<file path="src/include/peak_hold_defs.svh">
// Constants for the peak-hold register bank: offsets, widths, reset values.
// Assumes inclusion by bare name from the design files that need them.
`ifndef PEAK_HOLD_DEFS_SVH
`define PEAK_HOLD_DEFS_SVH

// Register offsets on the device register map
`define PEAK_CH3_HIGH_BYTE_ADDR 8'h67
`define PEAK_CH4_LOW_BYTE_ADDR 8'h68
`define PEAK_CH4_HIGH_BYTE_ADDR 8'h69
`define PEAK_CH5_LOW_BYTE_ADDR 8'h6a
`define PEAK_CH5_HIGH_BYTE_ADDR 8'h6b
`define PEAK_CH6_LOW_BYTE_ADDR 8'h6c
`define PEAK_CH6_HIGH_BYTE_ADDR 8'h6d
`define PEAK_CH7_LOW_BYTE_ADDR 8'h6e

// First and last byte covered by this bank
`define PEAK_FIRST_ADDR 8'h67
`define PEAK_LAST_ADDR 8'h6e

// Field layout: channel sits in address bits 3..1, byte select in bit 0
`define PEAK_CHAN_MSB 3
`define PEAK_CHAN_LSB 1
`define PEAK_BYTE_SEL_BIT 0

// Reset values
`define PEAK_BYTE_RESET 8'h00
`define PEAK_CODE_RESET 16'h0000
`define PEAK_UNMAPPED_DATA 8'h00

// Channels kept by this bank
`define PEAK_FIRST_CHAN 3
`define PEAK_LAST_CHAN 7

`endif

</file>
<file path="src/include/peak_hold_pkg.sv">
// Types shared by the peak-hold register bank and its holding cell.
// Assumes a 16-bit code word from the conversion engine.
package peak_hold_pkg;

  // One stored register byte
  typedef logic [7:0] reg_byte_t;

  // Full held code, high byte over low byte
  typedef logic [15:0] peak_code_t;

  // Result handed over by the conversion engine, one cycle wide
  typedef struct packed {
    logic valid;
    logic [2:0] channel;
    peak_code_t code;
  } conv_s;

  // Register read request from the serial interface engine
  typedef struct packed {
    logic strobe;
    reg_byte_t addr;
  } rd_req_s;

endpackage : peak_hold_pkg

</file>
<file path="src/core/peak_hold_cell.sv">
// One channel's peak holder: 16-bit running maximum, bytes cleared apart.
// Assumes samples and clears arrive on mclk from same-domain logic.
`timescale 1ns/1ps
`include "peak_hold_defs.svh"

module peak_hold_cell
  import peak_hold_pkg::*;
(
  input wire logic mclk,
  input wire logic reset_n,
  input wire logic sample_valid,
  input wire peak_code_t sample_code,
  input wire logic clear_lo,
  input wire logic clear_hi,
  output peak_code_t peak
);

  peak_code_t next_peak; // Value for the next edge
  peak_code_t base; // Held value after this cycle's clears

  // Clear first, then let a larger sample win over the clear
  always_comb begin
    base = peak;
    if (clear_lo) begin
      base[7:0] = `PEAK_BYTE_RESET;
    end
    if (clear_hi) begin
      base[15:8] = `PEAK_BYTE_RESET;
    end
    // Whole-word compare so a low-byte carry never fakes a new peak
    if (sample_valid && (sample_code > base)) begin
      next_peak = sample_code;
    end else begin
      next_peak = base;
    end
  end

  // State register, synchronous reset to zero
  always_ff @(posedge mclk) begin
    if (!reset_n) begin
      peak <= `PEAK_CODE_RESET;
    end else begin
      peak <= next_peak;
    end
  end

endmodule : peak_hold_cell

</file>
<file path="src/core/peak_hold_regs.sv">
// Contract
// - Keep each channel's largest code since read
// - Reading a byte returns it, then clears
// - All peak bytes reset to zero, 8 bits
// - Low byte even address, high byte next; channel 3 low and channel 7 high unmapped
// - Channel 3 high at 0x67, channel 5 pair
//
// Peak-hold register bank for channels 3 to 7, read-to-clear bytes.
// Assumes the serial interface engine issues one-cycle read strobes on
// mclk and the conversion engine posts one-cycle results on mclk.
`timescale 1ns/1ps
`include "peak_hold_defs.svh"

module peak_hold_regs
  import peak_hold_pkg::*;
(
  input wire logic mclk,
  input wire logic reset_n,
  input wire conv_s conv_in,
  input wire rd_req_s rd_req,
  output reg_byte_t rd_data,
  output logic rd_valid,
  output logic rd_hit
);

  // Held codes, one per covered channel
  peak_code_t peak_val [`PEAK_FIRST_CHAN:`PEAK_LAST_CHAN];

  // Per-channel byte clears from the read decode
  logic [`PEAK_LAST_CHAN:`PEAK_FIRST_CHAN] clr_lo;
  logic [`PEAK_LAST_CHAN:`PEAK_FIRST_CHAN] clr_hi;

  // Address decode results
  logic addr_in_bank; // Read lands on a covered byte
  logic [2:0] addr_chan; // Channel picked by the address
  logic addr_high; // High byte picked

  // Next values of the read answer
  reg_byte_t next_rd_data;
  logic next_rd_valid;
  logic next_rd_hit;

  // Address split: pairs start at even offsets
  always_comb begin
    addr_in_bank = (rd_req.addr >= `PEAK_FIRST_ADDR) &&
                   (rd_req.addr <= `PEAK_LAST_ADDR);
    addr_chan = rd_req.addr[`PEAK_CHAN_MSB:`PEAK_CHAN_LSB];
    addr_high = rd_req.addr[`PEAK_BYTE_SEL_BIT];
  end

  // Clear strobes: only the byte actually read is cleared
  always_comb begin
    clr_lo = '0;
    clr_hi = '0;
    for (int c = `PEAK_FIRST_CHAN; c <= `PEAK_LAST_CHAN; c++) begin
      if (rd_req.strobe && addr_in_bank && (addr_chan == 3'(c))) begin
        clr_lo[c] = !addr_high;
        clr_hi[c] = addr_high;
      end
    end
  end

  // One holding cell per channel; unmapped halves stay internal
  for (genvar g = `PEAK_FIRST_CHAN; g <= `PEAK_LAST_CHAN; g++) begin : g_chan
    peak_hold_cell u_cell (
      .mclk(mclk),
      .reset_n(reset_n),
      .sample_valid(conv_in.valid && (conv_in.channel == 3'(g))),
      .sample_code(conv_in.code),
      .clear_lo(clr_lo[g]),
      .clear_hi(clr_hi[g]),
      .peak(peak_val[g])
    );
  end

  // Read mux: returns the value held before this edge's clear
  always_comb begin
    next_rd_valid = rd_req.strobe;
    next_rd_hit = 1'b0;
    next_rd_data = `PEAK_UNMAPPED_DATA;
    if (rd_req.strobe && addr_in_bank) begin
      next_rd_hit = 1'b1;
      // Held value leaves before the clear lands, so nothing is lost
      if (addr_high) begin
        next_rd_data = peak_val[addr_chan][15:8];
      end else begin
        next_rd_data = peak_val[addr_chan][7:0];
      end
    end
  end

  // Answer registers, so outputs come straight from flops
  always_ff @(posedge mclk) begin
    if (!reset_n) begin
      rd_data <= `PEAK_BYTE_RESET;
      rd_valid <= 1'b0;
      rd_hit <= 1'b0;
    end else begin
      rd_data <= next_rd_data;
      rd_valid <= next_rd_valid;
      rd_hit <= next_rd_hit;
    end
  end

  // Helper terms for the checks below
  logic rd_ch4, rd_ch5, rd_ch6, rd_ch7; // A read touches that channel
  assign rd_ch4 = rd_req.strobe && addr_in_bank && (addr_chan == 3'd4);
  assign rd_ch5 = rd_req.strobe && addr_in_bank && (addr_chan == 3'd5);
  assign rd_ch6 = rd_req.strobe && addr_in_bank && (addr_chan == 3'd6);
  assign rd_ch7 = rd_req.strobe && addr_in_bank && (addr_chan == 3'd7);

  // Largest seen code is taken when it beats the held value
  AST_TRACK_LARGER: assert property (
    @(posedge mclk) disable iff (!reset_n)
    (conv_in.valid && conv_in.channel == 3'd6 && !rd_ch6 &&
     conv_in.code > peak_val[6])
    |=> (peak_val[6] == $past(conv_in.code)))
    else $error("Channel 6 peak missed a larger code");

  // Without a read, a held peak never falls
  AST_NEVER_FALLS: assert property (
    @(posedge mclk) disable iff (!reset_n)
    !rd_ch5 |=> (peak_val[5] >= $past(peak_val[5])))
    else $error("Channel 5 peak dropped without a read");

  // High byte read returns old value, then the byte is zero
  AST_READ_CLEARS_HIGH: assert property (
    @(posedge mclk) disable iff (!reset_n)
    (rd_req.strobe && rd_req.addr == `PEAK_CH4_HIGH_BYTE_ADDR &&
     !(conv_in.valid && conv_in.channel == 3'd4))
    |=> (rd_data == $past(peak_val[4][15:8])) && rd_valid && rd_hit &&
        (peak_val[4][15:8] == 8'h00))
    else $error("Channel 4 high byte not returned then cleared");

  // A low byte read leaves the high byte alone when idle
  AST_CLEAR_ONLY_READ_BYTE: assert property (
    @(posedge mclk) disable iff (!reset_n)
    (rd_req.strobe && rd_req.addr == `PEAK_CH6_LOW_BYTE_ADDR && !conv_in.valid)
    |=> (peak_val[6][7:0] == 8'h00) &&
        (peak_val[6][15:8] == $past(peak_val[6][15:8])))
    else $error("Channel 6 low byte read disturbed the high byte");

  // Right after reset release every held code is zero
  AST_RESET_ZERO: assert property (
    @(posedge mclk) disable iff (!reset_n)
    $rose(reset_n) |-> (peak_val[3] == 16'h0000) && (peak_val[4] == 16'h0000) &&
                      (peak_val[5] == 16'h0000) && (peak_val[6] == 16'h0000) &&
                      (peak_val[7] == 16'h0000) && (rd_data == 8'h00) && !rd_valid)
    else $error("Peak state not zero after reset");

  // Channel 7 low byte sits at its own even address
  AST_CH7_LOW_ADDR: assert property (
    @(posedge mclk) disable iff (!reset_n)
    (rd_req.strobe && rd_req.addr == `PEAK_CH7_LOW_BYTE_ADDR)
    |=> rd_hit && (rd_data == $past(peak_val[7][7:0])))
    else $error("Channel 7 low byte read wrong");

  // Channel 4 low byte at its even address, pair with next
  AST_CH4_LOW_ADDR: assert property (
    @(posedge mclk) disable iff (!reset_n)
    (rd_req.strobe && rd_req.addr == `PEAK_CH4_LOW_BYTE_ADDR)
    |=> rd_hit && (rd_data == $past(peak_val[4][7:0])))
    else $error("Channel 4 low byte read wrong");

  // Channel 3 high byte readable at its offset
  AST_CH3_HIGH_ADDR: assert property (
    @(posedge mclk) disable iff (!reset_n)
    (rd_req.strobe && rd_req.addr == `PEAK_CH3_HIGH_BYTE_ADDR)
    |=> rd_hit && rd_valid && (rd_data == $past(peak_val[3][15:8])))
    else $error("Channel 3 high byte read wrong");

  // Channel 5 pair: high byte at the odd address
  AST_CH5_HIGH_ADDR: assert property (
    @(posedge mclk) disable iff (!reset_n)
    (rd_req.strobe && rd_req.addr == `PEAK_CH5_HIGH_BYTE_ADDR)
    |=> rd_hit && (rd_data == $past(peak_val[5][15:8])))
    else $error("Channel 5 high byte read wrong");

  // Byte just below the bank is not this block's
  AST_UNMAPPED_BELOW: assert property (
    @(posedge mclk) disable iff (!reset_n)
    (rd_req.strobe && rd_req.addr == 8'h66)
    |=> !rd_hit && rd_valid && (rd_data == 8'h00))
    else $error("Address below bank answered as mapped");

  // Equal or smaller codes leave the held peak untouched
  AST_NO_UPDATE_SMALL: assert property (
    @(posedge mclk) disable iff (!reset_n)
    (conv_in.valid && conv_in.channel == 3'd7 && !rd_ch7 &&
     conv_in.code <= peak_val[7])
    |=> $stable(peak_val[7]))
    else $error("Channel 7 peak changed on a code not larger");

  // Codes for another channel do not touch channel 4
  AST_OTHER_CHANNEL: assert property (
    @(posedge mclk) disable iff (!reset_n)
    (!rd_ch4 && !(conv_in.valid && conv_in.channel == 3'd4))
    |=> $stable(peak_val[4]))
    else $error("Channel 4 peak moved without its own code");

  // Channel 5 low byte at the even address of its pair
  AST_CH5_LOW_ADDR: assert property (
    @(posedge mclk) disable iff (!reset_n)
    (rd_req.strobe && rd_req.addr == `PEAK_CH5_LOW_BYTE_ADDR)
    |=> rd_hit && rd_valid && (rd_data == $past(peak_val[5][7:0])))
    else $error("Channel 5 low byte read wrong");

  // Channel 6 high byte sits just above its low byte
  AST_CH6_HIGH_ADDR: assert property (
    @(posedge mclk) disable iff (!reset_n)
    (rd_req.strobe && rd_req.addr == `PEAK_CH6_HIGH_BYTE_ADDR)
    |=> rd_hit && rd_valid && (rd_data == $past(peak_val[6][15:8])))
    else $error("Channel 6 high byte read wrong");

  // Byte above the bank answers empty and clears nothing;
  // the unmapped channel 7 high half must survive such a read
  AST_UNMAPPED_ABOVE: assert property (
    @(posedge mclk) disable iff (!reset_n)
    (rd_req.strobe && rd_req.addr == 8'h6f && !conv_in.valid)
    |=> !rd_hit && rd_valid && (rd_data == 8'h00) && $stable(peak_val[7]))
    else $error("Address above bank answered or cleared");

  // Cycles without a strobe answer show an empty, unflagged byte
  AST_IDLE_ANSWER_ZERO: assert property (
    @(posedge mclk) disable iff (!reset_n)
    !rd_req.strobe |=> !rd_valid && !rd_hit && (rd_data == `PEAK_BYTE_RESET))
    else $error("Read answer shown without a strobe");

endmodule : peak_hold_regs

</file>
<file path="config.mk">
export PLATFORM = sky130hd
export DESIGN_NAME = peak_hold_regs
export DESIGN_NICKNAME = d
export VERILOG_FILES = /design/src/include/peak_hold_pkg.sv /design/src/core/peak_hold_cell.sv /design/src/core/peak_hold_regs.sv
export VERILOG_INCLUDE_DIRS = /design/src /design/src/include
export SDC_FILE = /design/constraint.sdc
export NUM_CORES = 1
export LEC_CHECK = 0
export BUFFER_PORTS_ARGS = -buffer_cell sky130_fd_sc_hd__buf_2
export CAP_MARGIN = 5
export CORE_ASPECT_RATIO = 0.7
export CORE_UTILIZATION = 60
export CTS_BUF_LIST = sky130_fd_sc_hd__clkbuf_4
export CTS_CLUSTER_DIAMETER = 150
export DETAILED_ROUTE_END_ITERATION = 10
export HOLD_SLACK_MARGIN = 0.08
export PLACE_DENSITY = 0.82
export RECOVER_POWER = 25
export REMOVE_ABC_BUFFERS = 1
export SLEW_MARGIN = 5
export SYNTH_ARGS = -nofsm -noshare
export SYNTH_HDL_FRONTEND = slang
export SYNTH_SLANG_ARGS = --single-unit
</file>
<file path="constraint.sdc">
create_clock -name mclk -period 8.82 [get_ports mclk]
set_input_delay 1.323 -clock mclk [delete_from_list [all_inputs] [get_ports mclk]]
set_output_delay 1.323 -clock mclk [all_outputs]
set_load 0.05 [all_outputs]
</file>
-- Word level (Yosys, flattened, before mapping)
Index checks and enable logic that the tools add are counted.
- word-level logic and storage cells: 76
- memory bits (read-only): 0
- input port bits: 31
- memories: 0
- bits in writable memories: 0
- register bits: 90
- latch bits: 0
- output and inout port bits: 10
- shift-type cells: 0
- eq/ne operators: 10
- divide/modulo/power cells: 0
- multiply operators: 0
- bitwise operators: 1
- $lt $le $gt $ge: 8
- multiplexer cells: 30
- add/sub/neg operators: 0
- reduce and logical (&&, ||, !) cells: 19
- operators with widths (operator ; count):
    2-to-1 mux 16 bit ; 7
    2-to-1 mux 8 bit ; 11
    greater-than comparator 16 bit ; 5
    binary-select mux 16 bit (select 3 bit) ; 1
    equality test 3 bit, second input constant ; 8
    logical AND 1 bit ; 17
    2-to-1 mux 1 bit ; 11
    greater-or-equal comparator 8 x 7 -> 1 bit, second input constant ; 1
    <= comparator 8 x 7 -> 1 bit, second input constant ; 1
    equality test 3 x 2 -> 1 bit, second input constant ; 2
    greater-or-equal comparator 4 bit, second input constant ; 1
    NOT 3 -> 4 bit ; 1
    AND reduction 2 bit ; 1
    logical NOT 1 bit ; 1

-- Logic depth before layout (Yosys ltp)
Gate-level depths: netlist of the first run.
- word-level depth: 9
- depth in mapped cells: 14
- mapped depth without buffers: 11

-- By module
A second synthesis of the first run with hierarchy kept.
- cells, all modules: 608
- area total of the unflattened synthesis: 6057.1 um^2
- by module, submodules not included (module ; area each (um^2) ; cells an instance ; seq. area each (um^2) ; instances):
    peak_hold_cell at g_chan[4].u_cell ... ; 999.7 ; 98 ; 320.3 ; 3
    peak_hold_cell at g_chan[3].u_cell ... ; 958.4 ; 99 ; 320.3 ; 2
    peak_hold_regs ; 1141.1 ; 116 ; 200.2 ; 1

-- Worst setup path before layout of the first run
OpenSTA, ideal clock, no wires.
- kind: input port to flip-flop
- start: in rd_req[7] (netlist name)
- end: reg g_chan[6].u_cell.peak[10]
- setup slack: 4828 ps
- cell stages on the path: 13
- arrival: 3920 ps
- required time: 8748 ps
- setup time: 72 ps
- buffers on the path: 2
- cell sequence: and4bb_2 > and4b_1 > clkbuf_1 > nand3b_1 > nand2_1 > ha_1 > a21o_1 > a221o_1 > nand2_1 > o211ai_2 > o31ai_4 > buf_8 > mux2i_1
- word-level cells in the longest chain between the ends: 9
- elaborated cells on any way between the ends: 12
- those cells by class: 3 x order compare; 5 x mux; 4 x reduce/logical
- ends and longest elaborated chain (item ; line ; RTL):
    start, declared ; peak_hold_regs.sv:20 ; input wire rd_req_s rd_req,
    greater-or-equal comparator 8 x 7 -> 1 bit (no source line) / <= comparator 8 x 7 -> 1 bit (equally long branches) ; -- ;
    logical AND 1 bit (*) ; peak_hold_regs.sv:45 ; addr_in_bank = (rd_req.addr >= `PEAK_FIRST_ADDR) &&
    logical AND 1 bit (*) (2 in a row) ; -- ;
    2-to-1 mux 1 bit ; peak_hold_regs.sv:56 ; if (rd_req.strobe && addr_in_bank && (addr_chan == 3'(c))) begin
    2-to-1 mux 8 bit (on tied branches) ; peak_hold_cell.sv:24, peak_hold_cell.sv:27 ;
    greater-than comparator 16 bit ; peak_hold_cell.sv:31 ; if (sample_valid && (sample_code > base)) begin
    logical AND 1 bit ; peak_hold_cell.sv:31 ;
    2-to-1 mux 16 bit (*) ; peak_hold_cell.sv:31 ;
    end signal, assigned ; peak_hold_cell.sv:41 ; peak <= `PEAK_CODE_RESET;
    end signal, assigned ; peak_hold_cell.sv:43 ; peak <= next_peak;
    end, declared ; peak_hold_cell.sv:15 ; output peak_code_t peak
Mark *: on every way between the ends. The rest lies on a longest branch, timed or not.
A chain may end at the register's enable or synchronous reset.

-- Final worst setup path of the first run
- start: in rd_req[0] (netlist name)
- end: reg g_chan[6].u_cell.peak[9]
- word-level cells in the longest chain between the ends: 9
- elaborated cells on any way between the ends: 13
- those cells by class: 3 x order compare; 5 x mux; 5 x reduce/logical
- ends and longest elaborated chain (item ; line):
    greater-or-equal comparator 8 x 7 -> 1 bit (no source line) / <= comparator 8 x 7 -> 1 bit (equally long branches) ; --
    logical AND 1 bit ; peak_hold_regs.sv:45
    logical AND 1 bit (2 in a row) ; --
    2-to-1 mux 1 bit ; peak_hold_regs.sv:56
    2-to-1 mux 8 bit (on tied branches) ; peak_hold_cell.sv:24, peak_hold_cell.sv:27
    greater-than comparator 16 bit ; peak_hold_cell.sv:31
    logical AND 1 bit ; peak_hold_cell.sv:31
    2-to-1 mux 16 bit (*) ; peak_hold_cell.sv:31
Marks and branches as above.

==> summary.txt, run 1 <==
==================================================================================================
Outcome                                                                               finished with violations
Violations in the final reports                                                       capacitance limit, slew limit
Hold Crit Class                                                                       register to register
Post-synth design cell area                                                             6015 sq um
Clock transition time at the flip-flop clock pins of the worst setup and hold paths        0.15 ns
Vias in the first global route                                                                5060
Avg Synthesized Cell Area                                                              8.884 sq um
Filler Cell Count                                                                              824
RD Place Congestion                                                                         0.9357
Cell accounting for the most synthesized area                                              dfxtp_1
Count of inserted antenna diode cells                                                            0
Transition time at the pin with the least slew margin                                     2.081 ns
Number of pins exceeding their max-slew limit in the final report                               43
GR Overflow Total                                                                                0
Number of cells in the finished layout apart from fillers                                      831
Maximum number of pins on one net before global-route repair                                    43
Antenna violations before repair                                                                 0
Aggregate negative setup slack                                                                0 ns
Leakage power summed over all cells                                                    0.002764 uW
Largest voltage drop on the vdd net                                                      0.1202 mV
Worst slack, placed                                                                       3.377 ns
Width of the die                                                                          121.7 um
Final critical-path share of the clock period                                               0.5852
Total buffers and inverters traversed by the critical path                                       2
Number of rows created at floorplan                                                             30
Share of power burned in registers                                                           0.489
Maximum fanout encountered on the critical timing path                                          22
Category of the worst setup path capture point                                            register
Async set or reset register ratio after synthesis                                                0
Post-route setup slack                                                                    3.659 ns
Worst-path cell with the longest stage delay                                               o31ai_1
Post-CTS Setup Repair Bufs                                                                       0
Max H-tree Level                                                                                 3
Library cell used as clock root buffer                                                    clkbuf_4
Final wirelength                                                                          17830 um
Number of nets at the end of the flow                                                          809
Drt first pass iters                                                                             5
Dpl hpwl                                                                                  13620 um
Layout overhead on the synthesized area                                                     6.116%
F_max                                                                                    193.8 MHz
Power Internal                                                                            611.3 uW
Highest cell delay on the worst timing path                                                1.19 ns
Classification of the worst setup path                                                input pin to register
Routed length on met1                                                                      7971 um
Violation count after the first detailed-route iteration                                       746
Required @ worst endpoint                                                                  9.20 ns
Sw Ratio                                                                                    0.2887
Top sig layer                                                                                 met4
Longest Clk Path Bufs                                                                            2
Part of the Yosys area used for sequential elements                                         0.2996
Max capacitance violation total                                                                  1
Top-area cell type share of the netlist area                                                0.2996
Post-route ant nets                                                                              0
Remaining routing DRC violations                                                                 0
WL per Instance                                                                           21.46 um
Post-synth top cells                                                                  nand2_1, dfxtp_1, ha_1, mux2i_1, a21oi_1
Number of vias in the routed layout                                                           5446
Die area                                                                               10430 sq um
CTS Sinks                                                                                       90
Signal arrival time at the worst endpoint                                                  5.54 ns
Global routing usage summed across all routing layers                                       0.3587
Pwr Density                                                                           134.6 nW/um^2
Most numerous cell in the Yosys netlist                                                    nand2_1
Synth Instances                                                                                677
Clock latency of the later-clocked register in the worst-skew pair                         0.47 ns
Cell family contributing the most delay on the critical path                          simple AND/OR/NAND/NOR gates
Final hold vios                                                                                  0
Cell Count Post-Placement                                                                      815
Count of instances resized after the clock tree is built                                         0
Height of the die                                                                         85.77 um
Relative slew margins                                                                      -0.3876
Met3 Routed Length                                                                         2071 um
Yosys reg bits                                                                                  90
Final setup skew                                                                        0.02190 ns
Crit path cell chain                                                                  buf_2 -> nand4_1 -> or3b_1 -> nand2_1 -> ha_1 -> nand4_1 -> nor2_1 -> nand2_1 -> o211ai_1 -> o31ai_1 -> buf_4 -> mux2i_1
Setup repair after global routing missed its margin                                          false
Overall power consumption                                                                 859.4 uW
# setup viols final                                                                              0
Hold-fix buffers at CTS                                                                          0
Number of enable flip-flop cells after synthesis                                                 0
CTS tree                                                                                      done
Initial core utilization                                                                    0.6187
Average vias per placed instance                                                             6.554
Synth warn                                                                                       0
Top-level port count                                                                            41
Clock buffer count from CTS                                                                      9
Floorplan core area                                                                     9722 sq um
CP Launch Type                                                                           input pin
Final critical-path required period                                                       5.161 ns
Yosys cell types                                                                                49
Final core utilization                                                                      0.6565
Share of final-layout standard cells stronger than drive strength 1                        0.09957
Net switching power                                                                       248.1 uW
Synth area leaders                                                                    dfxtp_1, ha_1, mux2i_1
Global-route wire length before repair                                                    27810 um
Setup slack of the most critical reg-to-reg path                                           5.22 ns
Met2 WL post-DR                                                                            7478 um
Power share of the clock group                                                               0.352
Share of power burned in combinational logic                                                 0.159
Leading register cell type out of synthesis                                                dfxtp_1
Port Buffer Count                                                                               40
==================================================================================================
worst register-to-register path: stages, from the launching register on:
cell and delay, ns:
dfxtp_1 0.40, nand2_1 0.07, ha_1 0.32, a21o_1 0.20, a221o_1 0.33, nand2_1 0.15
o211ai_1 0.16, o31ai_1 1.19, buf_4 0.46, mux2i_1 0.25
cells by family after synthesis:
kind of cell | synth area share
AO/OA/AOI/OAI | 0.1071
multiplexers | 0.1931
AND/OR/NAND/NOR | 0.1937
adder cells (fa/ha/maj) | 0.1664
flip-flops | 0.2996
buffers and inverters | 0.04015
power by group through the flow:
stage,Clock (uW),Combinational [uW],Sequential (uW)
finish,303,137,420
global route,324,150,421
CTS,302,134,420
detailed placement,0,133,428
global placement,0,128,428
floorplan,0,79.8,427
layout make-up:
type,instances,area [sq um],share of cell area
flip-flops and latches,90,1802,0.2823
clock inverters,7,123.9,0.01941
repair buffers,42,201.4,0.03156
inverters,20,75.07,0.01176
clock buffers,9,67.56,0.01059
well taps,128,160.2,0.02509
multi-input cells,535,3953,0.6193
placed cells by master (no fill, tap or decap), types with 3 or more instances in the layout:
cell type / count
inv_1: 20
o21ai_0: 7
mux2i_1: 80
bufinv_16: 3
o211ai_1: 6
mux4_2: 16
nand2_1: 177
a21o_1: 13
dfxtp_1: 90
a211oi_1: 8
nor2_1: 13
nand3_1: 9
nor4_1: 4
nand4_1: 17
clkbuf_1: 11
buf_2: 29
clkbuf_4: 9
and2_1: 14
a31oi_1: 3
ha_1: 80
a21oi_1: 49
nor3_1: 8
nor2b_1: 4
metrics by stage:
stage	cell area, sq um	hold WS (ns)
3_5_place_dp	6223	0.4521
5_1_grt	6382	0.5107
3_3_place_gp	6223	0.4480
2_1_floorplan	5848	0.4391
6_report	6382	0.4738
4_1_cts	6415	0.4711
registers in the layout (all words and copies together) (netlist names):
name                cells
g_chan.u_cell.peak     80
rd_data                 8
rd_hit                  1
rd_valid                1
final timing paths:
path                                                       endpoint                                start  cells after the start
worst min-delay path            g_chan[3].u_cell.peak[3]$_SDFF_PN0_  g_chan[3].u_cell.peak[3]$_SDFF_PN0_                      2
worst max-delay path            g_chan[6].u_cell.peak[9]$_SDFF_PN0_                            rd_req[0]                     12
worst max register to register  g_chan[6].u_cell.peak[9]$_SDFF_PN0_  g_chan[6].u_cell.peak[5]$_SDFF_PN0_                      9
worst min register to register  g_chan[3].u_cell.peak[3]$_SDFF_PN0_  g_chan[3].u_cell.peak[3]$_SDFF_PN0_                      2
per-layer routing:
| layer | GRT usage | vias up |
|---|---|---|
| met3 | 0.09309 | 36 |
| met4 | 0.08866 | 0 |
| met1 | 0.5244 | 2623 |
| met2 | 0.5227 | 320 |
| met5 | 0 | - |
| li1 | - | 2467 |
No activity file was read; power rests on OpenSTA's default activity.
==> run 2, diff against run 1 <==
--- a/config.mk
+++ b/config.mk
@@ -9,7 +9,7 @@
 export BUFFER_PORTS_ARGS = -buffer_cell sky130_fd_sc_hd__buf_2
 export CAP_MARGIN = 5
 export CORE_ASPECT_RATIO = 0.7
-export CORE_UTILIZATION = 60
+export CORE_UTILIZATION = 57
 export CTS_BUF_LIST = sky130_fd_sc_hd__clkbuf_4
 export CTS_CLUSTER_DIAMETER = 150
 export DETAILED_ROUTE_END_ITERATION = 10
==> constraint.sdc (replaced) <==
create_clock -name mclk -period 4.17 [get_ports mclk]
set_input_delay 0.6255 -clock mclk [delete_from_list [all_inputs] [get_ports mclk]]
set_output_delay 0.6255 -clock mclk [all_outputs]
set_load 0.05 [all_outputs]
==> summary.txt, run 2 (synthesized netlist as in run 1, its figures left out) <==
==================================================================================================
Vias in the first global route                                                                5070   was 5060
Library cell used as clock root buffer                                                    clkbuf_4   unchanged
Number of nets at the end of the flow                                                          814   was 809
Category of the worst setup path capture point                                            register   unchanged
Global routing usage summed across all routing layers                                       0.3451   was 0.3587
Clock buffer count from CTS                                                                      9   unchanged
Final hold vios                                                                                  0   unchanged
F_max                                                                                    274.0 MHz
Number of vias in the routed layout                                                           5418   was 5446
Number of rows created at floorplan                                                             30   unchanged
Final critical-path share of the clock period                                               0.8754
Clock latency of the later-clocked register in the worst-skew pair                         0.47 ns   about the same
Global-route wire length before repair                                                    28230 um   was 27810 um
Share of final-layout standard cells stronger than drive strength 1                         0.1088   was 0.09957
GR Overflow Total                                                                                0   unchanged
Most common cell after layout, fill and taps aside                                         nand2_1   unchanged
Initial core utilization                                                                    0.6024   was 0.6187
Hold Path Cell Cnt                                                                               2   unchanged
Relative slew margins                                                                      -0.4325   was -0.3876
Layout overhead on the synthesized area                                                     8.009%   was 6.116%
Cell type with the highest occurrence count on the critical path                           nand4_1
Hold-fix buffers at CTS                                                                          0   unchanged
Clock transition time at the flip-flop clock pins of the worst setup and hold paths        0.15 ns   about the same
Port Buffer Count                                                                               40   unchanged
Top-level port count                                                                            41   unchanged
Remaining routing DRC violations                                                                14   was 0
Area taken by multi-input logic gates                                                   3964 sq um   was 3953 sq um
WL per Instance                                                                           21.96 um   was 21.46 um
# setup viols final                                                                              0   unchanged
Area taken by flip-flops and latches                                                    1802 sq um   unchanged
Width of the die                                                                          124.8 um   was 121.7 um
Maximum number of pins on one net before global-route repair                                    43   unchanged
Violations in the final reports                                                       DRC, capacitance limit, slew limit   was capacitance limit, slew limit
CTS Sinks                                                                                       90   unchanged
Antenna violations before repair                                                                 0   unchanged
Max capacitance violation total                                                                  1   unchanged
Count of instances resized after the clock tree is built                                         0   unchanged
Height of the die                                                                         87.95 um   was 85.77 um
Aggregate negative setup slack                                                                0 ns   unchanged
CTS tree                                                                                      done   unchanged
Worst-path cell with the longest stage delay                                               o21ai_2   was o31ai_1
Number of cells on the worst reg-to-reg path                                                     8   was 9
Required @ worst endpoint                                                                  4.56 ns   was 9.20 ns
Violation count after the first detailed-route iteration                                       621   was 746
Classification of the worst setup path                                                input pin to register   unchanged
Maximum fanout encountered on the critical timing path                                          16   was 22
Leakage power summed over all cells                                                    0.002825 uW   was 0.002764 uW
Pwr Density                                                                           307.0 nW/um^2   was 134.6 nW/um^2
RD Place Congestion                                                                         0.9877   was 0.9357
Largest voltage drop on the vdd net                                                      0.1926 mV   was 0.1202 mV
Final core utilization                                                                      0.6506   was 0.6565
Max H-tree Level                                                                                 3   unchanged
Total buffers and inverters traversed by the critical path                                       1   was 2
Setup repair after global routing missed its margin                                          false   unchanged
Dpl hpwl                                                                                  14160 um   was 13620 um
Drt first pass iters                                                                             9   was 5
Filler Cell Count                                                                              828   was 824
CP Launch Type                                                                           input pin   unchanged
Final critical-path required period                                                       3.650 ns
Transition time at the pin with the least slew margin                                     2.149 ns   was 2.081 ns
Floorplan core area                                                                     9985 sq um   was 9722 sq um
Final wirelength                                                                          18360 um   was 17830 um
Average vias per placed instance                                                             6.481   was 6.554
Commonest non-fill, non-tap cells in the layout                                       nand2_1, dfxtp_1, mux2i_1, ha_1, a21oi_1   unchanged
Longest Clk Path Bufs                                                                            2   unchanged
Post-CTS Setup Repair Bufs                                                                       0   unchanged
Cell family contributing the most delay on the critical path                          simple AND/OR/NAND/NOR gates   unchanged
Flip-flop count of the largest register after layout                                            80   unchanged
Die area                                                                               10970 sq um   was 10430 sq um
Biggest regs                                                                          g_chan.u_cell.peak x80, rd_data x8   unchanged
Outcome                                                                               finished with violations   unchanged
Signal arrival time at the worst endpoint                                                  4.04 ns   was 5.54 ns
Instance count on the critical path                                                             12   unchanged
Count of inserted antenna diode cells                                                            0   unchanged
Highest cell delay on the worst timing path                                                0.98 ns   was 1.19 ns
Hold Crit Class                                                                       input pin to register   was register to register
Number of pins exceeding their max-slew limit in the final report                               43   unchanged
Post-route ant nets                                                                              0   unchanged
Crit path cell chain                                                                  buf_2 -> and4bb_1 -> nand4_1 -> or3b_1 -> nand2_1 -> ha_1 -> nand4_1 -> or4_4 -> a21oi_2 -> a211o_2 -> o21ai_2 -> mux2i_1   was buf_2 -> nand4_1 -> or3b_1 -> nand2_1 -> ha_1 -> nand4_1 -> nor2_1 -> nand2_1 -> o211ai_1 -> o31ai_1 -> buf_4 -> mux2i_1
Final setup skew                                                                        0.02621 ns   was 0.02190 ns
Register ranked first by flip-flop count                                              g_chan.u_cell.peak   unchanged
==================================================================================================
## run 2: metrics by stage
step / instance area, sq um / hold WS [ns] / instances / worst slack, ns / total power [uW]
2_1_floorplan: 5848 / 0.4391 / 645 / 0.7998 / 1072
5_1_grt: 6496 / 0.3852 / 836 / 0.4111 / 2057
3_5_place_dp: 6261 / 0.4628 / 820 / 0.2634 / 1198
6_report: 6496 / 0.3620 / 836 / 0.5197 / 1994
3_3_place_gp: 6261 / 0.4544 / 820 / 0.3347 / 1182
4_1_cts: 6518 / 0.3541 / 836 / 0.7585 / 1986
## run 2: layout make-up
class | count | share of cell area
Clock buffer | 9 | 0.01040
Multi-Input combinational cell | 535 | 0.6102
Timing Repair Buffer | 47 | 0.03679
Tap cell | 128 | 0.02465
Clock inverter | 7 | 0.02908
Inverter | 20 | 0.01156
Sequential cell | 90 | 0.2774
## run 2: path summary, 6_finish.rpt
| kind | startpoint | slack [ns] | endpoint |
|---|---|---|---|
| setup / recovery | rd_req[7] | 0.52 | g_chan[5].u_cell.peak[15]$_SDFF_PN0_ |
| hold / removal | rd_req[8] | 0.36 | rd_valid$_SDFF_PN0_ |
| setup reg to reg | g_chan[5].u_cell.peak[1]$_SDFF_PN0_ | 1.35 | g_chan[5].u_cell.peak[15]$_SDFF_PN0_ |
| hold reg to reg | g_chan[4].u_cell.peak[0]$_SDFF_PN0_ | 0.48 | g_chan[4].u_cell.peak[0]$_SDFF_PN0_ |
## run 2: power breakdown
| part | leakage (uW) | switching (uW) | internal (uW) | total, uW |
|---|---|---|---|---|
| clock network | 0.000130 | 320 | 485 | 805 |
| logic | 0.00197 | 189 | 112 | 301 |
| registers | 0.000727 | 13.6 | 875 | 889 |
## run 2: routing by layer
metal  share of wire  up-vias  GRT usage
li1                -     2473          -
met1            0.45     2580     0.4824
met2            0.41      329     0.5215
met3            0.13       36     0.1014
met4           0.020        0    0.09091
met5               0        -          0
## run 2: worst register-to-register path, delay by kind of cell, from the launching register on
| family | cells | cell delay (ns) |
|---|---|---|
| and+or+nand+nor | 2 | 0.21 |
| adders and majority gates | 1 | 0.29 |
| DFF | 1 | 0.40 |
| muxes | 1 | 0.29 |
| AOI/OAI and AO/OA | 4 | 1.55 |
